**src/inc/ddt_cfg.svh**
```systemverilog
// offsets, field positions, reset values and widths of the timer pair
// assumes inclusion by bare name from the design file
`ifndef DDT_CFG_SVH
`define DDT_CFG_SVH

// ==========================================================
// register indices (byte address is four times the index)
`define DDT_IDX_T1_HIGH  16'h1010
`define DDT_IDX_T1_LOW   16'h1011
`define DDT_IDX_T1_CTL   16'h1012
`define DDT_IDX_T2_HIGH  16'h1013
`define DDT_IDX_T2_LOW   16'h1014
`define DDT_IDX_T2_CTL   16'h1015
`define DDT_IDX_INT_STAT 16'h1020
`define DDT_IDX_INT_MASK 16'h1021

// ==========================================================
// fields and reset values
`define DDT_CTL_RESET    8'h00
`define DDT_INT_T1_BIT   4
`define DDT_INT_T2_BIT   5
`define DDT_CNT_W        12
`define DDT_PRE_W        16
`define DDT_CNT_ONE      12'h001

// ==========================================================
// prescaler division exponents
`define DDT_SHIFT_16     16
`define DDT_SHIFT_14     14
`define DDT_SHIFT_10     10
`define DDT_SHIFT_6      6
`define DDT_SHIFT_2      2

`endif

```
**src/inc/ddt_pkg.sv**
```systemverilog
// types shared by the timer pair
// assumes nothing beyond a SystemVerilog compiler
package ddt_pkg;

    // ==========================================================
    // count clock selection
    typedef enum logic [2:0] {
        DDT_SRC_PIN   = 3'b000,
        DDT_SRC_DIV16 = 3'b001,
        DDT_SRC_DIV14 = 3'b010,
        DDT_SRC_DIV10 = 3'b011,
        DDT_SRC_DIV6  = 3'b100,
        DDT_SRC_DIV2  = 3'b101,
        DDT_SRC_32K   = 3'b110,
        DDT_SRC_ALT   = 3'b111
    } ddt_src_t;

    // ==========================================================
    // control register layout
    typedef struct packed {
        logic     enable;
        logic     wake;
        logic     wake_rst;
        logic     rsvd;
        logic     loop;
        ddt_src_t src;
    } ddt_ctl_t;

endpackage : ddt_pkg

```
**src/rtl/ddt_timers.sv**
```systemverilog
// two 12-bit down-count timers with apb registers and interrupt
// assumes apb master on pclk; pins and slow clocks are asynchronous
`include "ddt_cfg.svh"

module ddt_timers
    import ddt_pkg::*;
(
    // clock and reset
    input  wire logic        pclk,
    input  wire logic        presetn,
    // apb slave
    input  wire logic        psel,
    input  wire logic        penable,
    input  wire logic        pwrite,
    input  wire logic [31:0] paddr,
    input  wire logic [31:0] pwdata,
    output logic      [31:0] prdata,
    output logic             pready,
    output logic             pslverr,
    // count clock sources, asynchronous
    input  wire logic        external_port_pin_zero,
    input  wire logic        external_port_pin_one,
    input  wire logic        user_divided_clock,
    input  wire logic        clk_32768,
    // events
    output logic             irq,
    output logic             wakeup,
    output logic             wake_reset_req,
    output logic             timer_one_out
);

    // ==========================================================
    // helpers
    function automatic logic ddt_hit(input logic [31:0] a,
                                     input logic [15:0] idx);
        ddt_hit = (a == {14'h0000, idx, 2'b00});
    endfunction : ddt_hit

    function automatic logic ddt_tick(input ddt_src_t s,
                                      input logic pin_e,
                                      input logic usr_e,
                                      input logic [15:0] p,
                                      input logic k_e,
                                      input logic alt);
        logic r;
        r = 1'b0;
        unique case (s)
            DDT_SRC_PIN:   r = pin_e;
            DDT_SRC_DIV16: r = usr_e & (&p[`DDT_SHIFT_16-1:0]);
            DDT_SRC_DIV14: r = usr_e & (&p[`DDT_SHIFT_14-1:0]);
            DDT_SRC_DIV10: r = usr_e & (&p[`DDT_SHIFT_10-1:0]);
            DDT_SRC_DIV6:  r = usr_e & (&p[`DDT_SHIFT_6-1:0]);
            DDT_SRC_DIV2:  r = usr_e & (&p[`DDT_SHIFT_2-1:0]);
            DDT_SRC_32K:   r = k_e;
            DDT_SRC_ALT:   r = alt;
        endcase
        ddt_tick = r;
    endfunction : ddt_tick

    localparam logic [15:0] IDX_HI  [2] = '{`DDT_IDX_T1_HIGH,
                                            `DDT_IDX_T2_HIGH};
    localparam logic [15:0] IDX_LO  [2] = '{`DDT_IDX_T1_LOW,
                                            `DDT_IDX_T2_LOW};
    localparam logic [15:0] IDX_CTL [2] = '{`DDT_IDX_T1_CTL,
                                            `DDT_IDX_T2_CTL};

    // ==========================================================
    // synchronisers: stage a feeds stage b only
    logic [3:0] sync_a;
    logic [3:0] sync_b;
    logic [3:0] sync_c;
    logic [3:0] rise;

    always_ff @(posedge pclk or negedge presetn)
    begin
        if (!presetn)
        begin
            sync_a <= 4'h0;
            sync_b <= 4'h0;
            sync_c <= 4'h0;
        end
        else
        begin
            sync_a <= {clk_32768, user_divided_clock,
                       external_port_pin_one, external_port_pin_zero};
            sync_b <= sync_a;
            sync_c <= sync_b;
        end
    end

    assign rise = sync_b & ~sync_c;

    // ==========================================================
    // prescaler on user divided clock edges
    logic [`DDT_PRE_W-1:0] presc;
    logic [`DDT_PRE_W-1:0] next_presc;

    always_comb
    begin
        next_presc = presc;
        if (rise[2])
            next_presc = presc + 16'h0001;
    end

    always_ff @(posedge pclk or negedge presetn)
    begin
        if (!presetn)
            presc <= 16'h0000;
        else
            presc <= next_presc;
    end

    // ==========================================================
    // apb decode
    logic wr_en;
    logic rd_setup;

    assign wr_en    = psel & penable & pwrite;
    assign rd_setup = psel & ~penable;
    assign pready   = 1'b1;

    // ==========================================================
    // timers
    ddt_ctl_t [1:0]                  ctl_a;
    logic     [1:0][`DDT_CNT_W-1:0]  reload_a;
    logic     [1:0][`DDT_CNT_W-1:0]  cnt_a;
    logic     [1:0]                  tick;
    logic     [1:0]                  expire;

    // timer one source 111 is ground; timer two's is timer one expiry
    assign tick[0] = ddt_tick(ctl_a[0].src, rise[0], rise[2], presc,
                              rise[3], 1'b0);
    assign tick[1] = ddt_tick(ctl_a[1].src, rise[1], rise[2], presc,
                              rise[3], expire[0]);

    for (genvar i = 0; i < 2; i++)
    begin : g_tmr
        ddt_ctl_t               ctl;
        ddt_ctl_t               next_ctl;
        logic [3:0]             hi;
        logic [3:0]             next_hi;
        logic [7:0]             lo;
        logic [7:0]             next_lo;
        logic [`DDT_CNT_W-1:0]  cnt;
        logic [`DDT_CNT_W-1:0]  next_cnt;
        logic                   exp_c;

        always_comb
        begin
            next_ctl = ctl;
            next_hi  = hi;
            next_lo  = lo;
            next_cnt = cnt;
            exp_c    = 1'b0;
            if (ctl.enable && tick[i])
            begin
                if (cnt <= `DDT_CNT_ONE)
                begin
                    exp_c = 1'b1;
                    if (ctl.loop)
                        next_cnt = {hi, lo};
                    else
                    begin
                        next_cnt        = 12'h000;
                        next_ctl.enable = 1'b0;
                    end
                end
                else
                    next_cnt = cnt - `DDT_CNT_ONE;
            end
            if (wr_en && ddt_hit(paddr, IDX_HI[i]))
                next_hi = pwdata[3:0];
            if (wr_en && ddt_hit(paddr, IDX_LO[i]))
                next_lo = pwdata[7:0];
            // a start loads the programmed value; software write wins
            if (wr_en && ddt_hit(paddr, IDX_CTL[i]))
            begin
                next_ctl = ddt_ctl_t'(pwdata[7:0]);
                if (pwdata[7] && !ctl.enable)
                    next_cnt = {hi, lo};
            end
        end

        always_ff @(posedge pclk or negedge presetn)
        begin
            if (!presetn)
            begin
                ctl <= ddt_ctl_t'(`DDT_CTL_RESET);
                hi  <= 4'h0;
                lo  <= 8'h00;
                cnt <= 12'h000;
            end
            else
            begin
                ctl <= next_ctl;
                hi  <= next_hi;
                lo  <= next_lo;
                cnt <= next_cnt;
            end
        end

        assign ctl_a[i]    = ctl;
        assign reload_a[i] = {hi, lo};
        assign cnt_a[i]    = cnt;
        assign expire[i]   = exp_c;
    end

    // ==========================================================
    // interrupt status, mask and wake events
    logic [1:0] status;
    logic [1:0] next_status;
    logic [1:0] mask;
    logic [1:0] next_mask;
    logic [1:0] clr;
    logic [1:0] wake_en;
    logic [1:0] rst_en;

    assign wake_en = {ctl_a[1].wake, ctl_a[0].wake};
    assign rst_en  = {ctl_a[1].wake_rst, ctl_a[0].wake_rst};

    always_comb
    begin
        clr       = 2'b00;
        next_mask = mask;
        if (wr_en && ddt_hit(paddr, `DDT_IDX_INT_STAT))
            clr = {pwdata[`DDT_INT_T2_BIT], pwdata[`DDT_INT_T1_BIT]};
        if (wr_en && ddt_hit(paddr, `DDT_IDX_INT_MASK))
            next_mask = {pwdata[`DDT_INT_T2_BIT], pwdata[`DDT_INT_T1_BIT]};
        // a new expiry beats a clear in the same cycle
        next_status = (status & ~clr) | expire;
    end

    always_ff @(posedge pclk or negedge presetn)
    begin
        if (!presetn)
        begin
            status         <= 2'b00;
            mask           <= 2'b00;
            wakeup         <= 1'b0;
            wake_reset_req <= 1'b0;
            timer_one_out  <= 1'b0;
        end
        else
        begin
            status         <= next_status;
            mask           <= next_mask;
            wakeup         <= |(expire & wake_en);
            wake_reset_req <= |(expire & wake_en & rst_en);
            timer_one_out  <= expire[0];
        end
    end

    assign irq = |(status & mask);

    // ==========================================================
    // read data, captured in the setup cycle
    logic [31:0] next_prdata;
    logic        next_err;
    logic        err;
    logic [7:0]  rd;
    logic        hit_any;

    always_comb
    begin
        rd      = 8'h00;
        hit_any = 1'b1;
        if (ddt_hit(paddr, `DDT_IDX_T1_HIGH))
            rd = {4'h0, reload_a[0][11:8]};
        else if (ddt_hit(paddr, `DDT_IDX_T1_LOW))
            rd = reload_a[0][7:0];
        else if (ddt_hit(paddr, `DDT_IDX_T1_CTL))
            rd = ctl_a[0];
        else if (ddt_hit(paddr, `DDT_IDX_T2_HIGH))
            rd = {4'h0, reload_a[1][11:8]};
        else if (ddt_hit(paddr, `DDT_IDX_T2_LOW))
            rd = reload_a[1][7:0];
        else if (ddt_hit(paddr, `DDT_IDX_T2_CTL))
            rd = ctl_a[1];
        else if (ddt_hit(paddr, `DDT_IDX_INT_STAT))
            rd = {2'b00, status, 4'h0};
        else if (ddt_hit(paddr, `DDT_IDX_INT_MASK))
            rd = {2'b00, mask, 4'h0};
        else
            hit_any = 1'b0;
        next_prdata = prdata;
        next_err    = err;
        if (rd_setup)
        begin
            next_prdata = pwrite ? 32'h0000_0000 : {24'h00_0000, rd};
            next_err    = ~hit_any;
        end
    end

    always_ff @(posedge pclk or negedge presetn)
    begin
        if (!presetn)
        begin
            prdata <= 32'h0000_0000;
            err    <= 1'b0;
        end
        else
        begin
            prdata <= next_prdata;
            err    <= next_err;
        end
    end

    assign pslverr = psel & penable & err;
endmodule : ddt_timers

```
**config.mk**
```make
export PLATFORM = sky130hd
export DESIGN_NAME = ddt_timers
export DESIGN_NICKNAME = d
export VERILOG_FILES = /design/src/inc/ddt_pkg.sv /design/src/rtl/ddt_timers.sv
export VERILOG_INCLUDE_DIRS = /design/src /design/src/inc
export SDC_FILE = /design/constraint.sdc
export NUM_CORES = 1
export LEC_CHECK = 0
export ABC_AREA = 1
export ABC_CLOCK_PERIOD_IN_PS = 4700
export BUFFER_PORTS_ARGS = -buffer_cell sky130_fd_sc_hd__clkbuf_2
export CAP_MARGIN = 10
export CORE_AREA = 2 2 112 114
export CTS_CLUSTER_DIAMETER = 200
export DETAILED_ROUTE_END_ITERATION = 16
export DIE_AREA = 0 0 114 116
export PLACE_DENSITY_LB_ADDON = 0.15
export REMOVE_ABC_BUFFERS = 1
export SLEW_MARGIN = 20
export SYNTH_ARGS = -nofsm -noshare
export SYNTH_HDL_FRONTEND = slang
export SYNTH_SLANG_ARGS = --single-unit
```
**constraint.sdc**
```tcl
create_clock -name pclk -period 4.7 [get_ports pclk]
set_input_delay 0.705 -clock pclk [delete_from_list [all_inputs] [get_ports pclk]]
set_output_delay 0.705 -clock pclk [all_outputs]
set_load 0.01 [all_outputs]
```
==> flow_summary_export.csv <==
group,metric,value,unit
place,dpl_cell_area,0.00683,mm^2
global_routing,grt_usage,26.1,%
run_status,status,"completed",
synth,synth_edf_count,0,
clock_tree,cts_tree,"yes",
timing,fin_crit_sh,56.5,%
pwr,leakagePower,3.61,nW
setup_path,r2r_slack,2050,ps
global_routing,grt_pass1_vias,5532,
synth,synth_top_family_by_area,"simple AND/OR/NAND/NOR gates",
setup_path,rr_endpoint,"g_tmr[1].cnt[0]$_DFF_PN0_",
job,cap_violations,0,
place,place_inst,1032,
setup_path,crit_cells,12,
timing,max_freq,377,MHz
clock_tree,cts_resized,0,
drt,ant_nets,0,
synth,ys.flop_type,"dfrtp_1",
finish,postLayoutCellArea,0.00713,mm^2
synth,synth_most_common_cell,"nand2_1",
clock_tree,postCtsHoldBufs,0,
synth,ys_ff_latch,108,
setup_path,path_buf_inv,2,
setup_path,worstSetupStartpoint,"g_tmr[0].cnt[0]$_DFF_PN0_",
clock_tree,clockBufferDepth,2,
synth,synth_adder_area_share,0.958,%
finish,final_cells,1048,
synth,synth_top_area_cell,"dfrtp_1",
pwr,power,1.89,mW
global_routing,grt_max_degree,74,
setup_path,critical_path.most_common_cell,"nand2_1",
min_path,hold_path_class,"register to register",
setup_path,path_class,"register to register",
timing,setup_tns,0,ps
global_routing,grt_pass1_wl,26.9,mm
drt,via_count,5646,
setup_path,end_kind,"register",
setup_path,rr_worst_depth,12,
pwr,ir_drop,0.000265,V
synth,async_flop_share,100,%
floorplan,rows,40,
finish,drive_above_1_share,16.5,%
floorplan,io_pins,111,
timing,grt_setup_unrepaired,"no",
drt,drt_first_iter_violations,457,
setup_path,setup.worst_path.start_class,"register",
finish,area_delta_synth_final,9.12,%
synth,avgSynthCellArea,7.78,um^2
timing,post-route-min-period,2650,ps
timing,report.final.setup_viol,0,
synth,synth-compound-area-share,10.4,%
synth,synth_area,0.00653,mm^2
finish,seq_area,0.00270,mm^2
timing,tightest_slew,931,ps
synth,yosysTopAreaCellShare,41.4,%
place,place.gp.congestion,0.932,
clock_tree,cts.clk_slew.worst_paths,80,ps
synth,synth_seq_area_share,41.4,%
synth,synth_xor_area_share,3.49,%
clock_tree,clock_sinks,108,
finish,fill_cells,1075,
global_routing,grt_overflow,0,
synth,synthMuxAreaShare,0,%
drt,avgViaCountPerCell,5.39,
floorplan,die_h,116,um
setup_path,cp.required,4960,ps
timing,slew_violations,0,
floorplan,dieWidth,114,um
synth,synth_area_leaders,"dfrtp_1 41%, nand2_1 12%, inv_1 6.4%",
finish,multiInputGateArea,0.00317,mm^2
setup_path,arrival,2910,ps
synth,netlist_top_cells_count,"202 x nand2_1, 112 x inv_1, 108 x dfrtp_1, 72 x nand3_1, 64 x o21ai_0",
timing,slew_headroom,38.0,%
synth,synth_cell_types,48,
setup_path,path_cells,"inv_1 > ha_1 > o21ai_0 > nor2_1 > nand2_1 > inv_1 > nand4_2 > nand2_4 > nand2_4 > nand2_1 > nand3_2 > nand2_1",
drt,drcViolationCount,0,
drt,routed_wirelength,16.1,mm
global_routing,grt_antenna_before_repair,0,
setup_path,critical-path-max-stage-delay,460,ps
setup_path,path_max_fanout,15,
timing,hold_violations,0,
finish,n_antenna_cell,0,
timing,final.setup_skew,9.63,ps
setup_path,crit_family,"simple AND/OR/NAND/NOR gates",
clock_tree,cts-root-buf,"clkbuf_16",
synth,yosysWarnings,0,
synth,netlist_instances,840,
place,io_buffers,61,
floorplan,start_util,54.8,%
clock_tree,htree_levels,3,
setup_path,worstReg2RegStart,"g_tmr[0].cnt[0]$_DFF_PN0_",
finish,nets,974,
drt,firstDrtPassIters,6,
pwr,power.density,265,mW/mm^2
place,hpwl,11.9,mm
clock_tree,numCtsBuffers,9,
drt,wire_per_inst,15.4,um
clock_tree,clk_latency,370,ps
clock_tree,post-cts-setup-buffers,0,
setup_path,slowest_stage,"nand2_1",
setup_path,setup.worst_path.end,"g_tmr[1].cnt[0]$_DFF_PN0_",
floorplan,core,0.0119,mm^2
synth,synthSimpleGateAreaFrac,32.2,%
floorplan,die_area,0.0132,mm^2
timing,hold-worst-slack,351,ps
registers in the layout (all words and copies together), names as in the netlist:
| name | flops |
|---|---|
| timer_one_out | 1 |
| wake_reset_req | 1 |
| presc | 16 |
| sync_a | 4 |
| prdata | 8 |
| wakeup | 1 |
| mask | 2 |
| g_tmr.cnt | 24 |
| status | 2 |
| sync_b | 4 |
| ctl_a | 16 |
| g_tmr.lo | 16 |
| g_tmr.hi | 8 |
| err | 1 |
| sync_c | 4 |
placed cells by master, fill, tap and decap left out, types with 16 or more instances in the layout:
cell type | Yosys | final
nand2_2 | 16 | 16
inv_1 | 112 | 112
o21ai_1 | 16 | 16
nor2_1 | 53 | 53
clkbuf_2 | 0 | 60
dfrtp_1 | 108 | 108
conb_1 | 2 | 25
o21ai_0 | 64 | 64
nand3_1 | 72 | 72
nand2_1 | 202 | 202
power breakdown:
| part | switching [mW] | internal [mW] | leakage, nW | total (mW) |
|---|---|---|---|---|
| Clock | 0.393 | 0.392 | 0.150 | 0.785 |
| Combinational | 0.0818 | 0.0427 | 2.08 | 0.125 |
| Sequential | 0.0246 | 0.955 | 1.37 | 0.979 |
kinds of logic after synthesis:
logic type                 count (synthesis)
and+or+nand+nor                          415
buffers and inverters                    162
AOI/OAI and AO/OA                        122
DFF                                      108
xor gates and xnor gates                  26
adders and majority gates                  5
other                                      2
per-layer routing:
metal  global-route usage [%]  routed length, um  up-vias
li1                         -                  -     2774
met1                     31.9               6770     2622
met2                     45.1               7950      206
met3                     4.60                846       44
met4                     12.1                554        0
met5                        0                  0        -
area by class of cell:
type | instances | share of cell area, %
inverters | 122 | 6.46
repair buffers | 62 | 4.42
well taps | 147 | 2.58
multi-input cells | 593 | 44.4
clock inverters | 6 | 0.843
flip-flops and latches | 108 | 37.9
clock buffers | 10 | 3.35
worst min-delay path by stage:
stage / start / endpoint / slack, ps / cells after the start
global placement: sync_a[3]$_DFF_PN0_ / sync_b[3]$_DFF_PN0_ / 340 / 0
detailed placement: sync_a[3]$_DFF_PN0_ / sync_b[3]$_DFF_PN0_ / 340 / 0
floorplan: sync_a[0]$_DFF_PN0_ / sync_b[0]$_DFF_PN0_ / 330 / 0
finish: sync_a[0]$_DFF_PN0_ / sync_b[0]$_DFF_PN0_ / 350 / 0
CTS: sync_a[3]$_DFF_PN0_ / sync_b[3]$_DFF_PN0_ / 350 / 0
global route: sync_a[0]$_DFF_PN0_ / sync_b[0]$_DFF_PN0_ / 360 / 0
metrics by stage:
stage               utilization, %  setup WS (ps)
floorplan                        -           2380
global placement              57.3           1910
detailed placement            57.3           1850
CTS                           59.8           2010
global route                  59.8           1810
finish                        59.8           2050
Power figures use the tool's default switching activity.
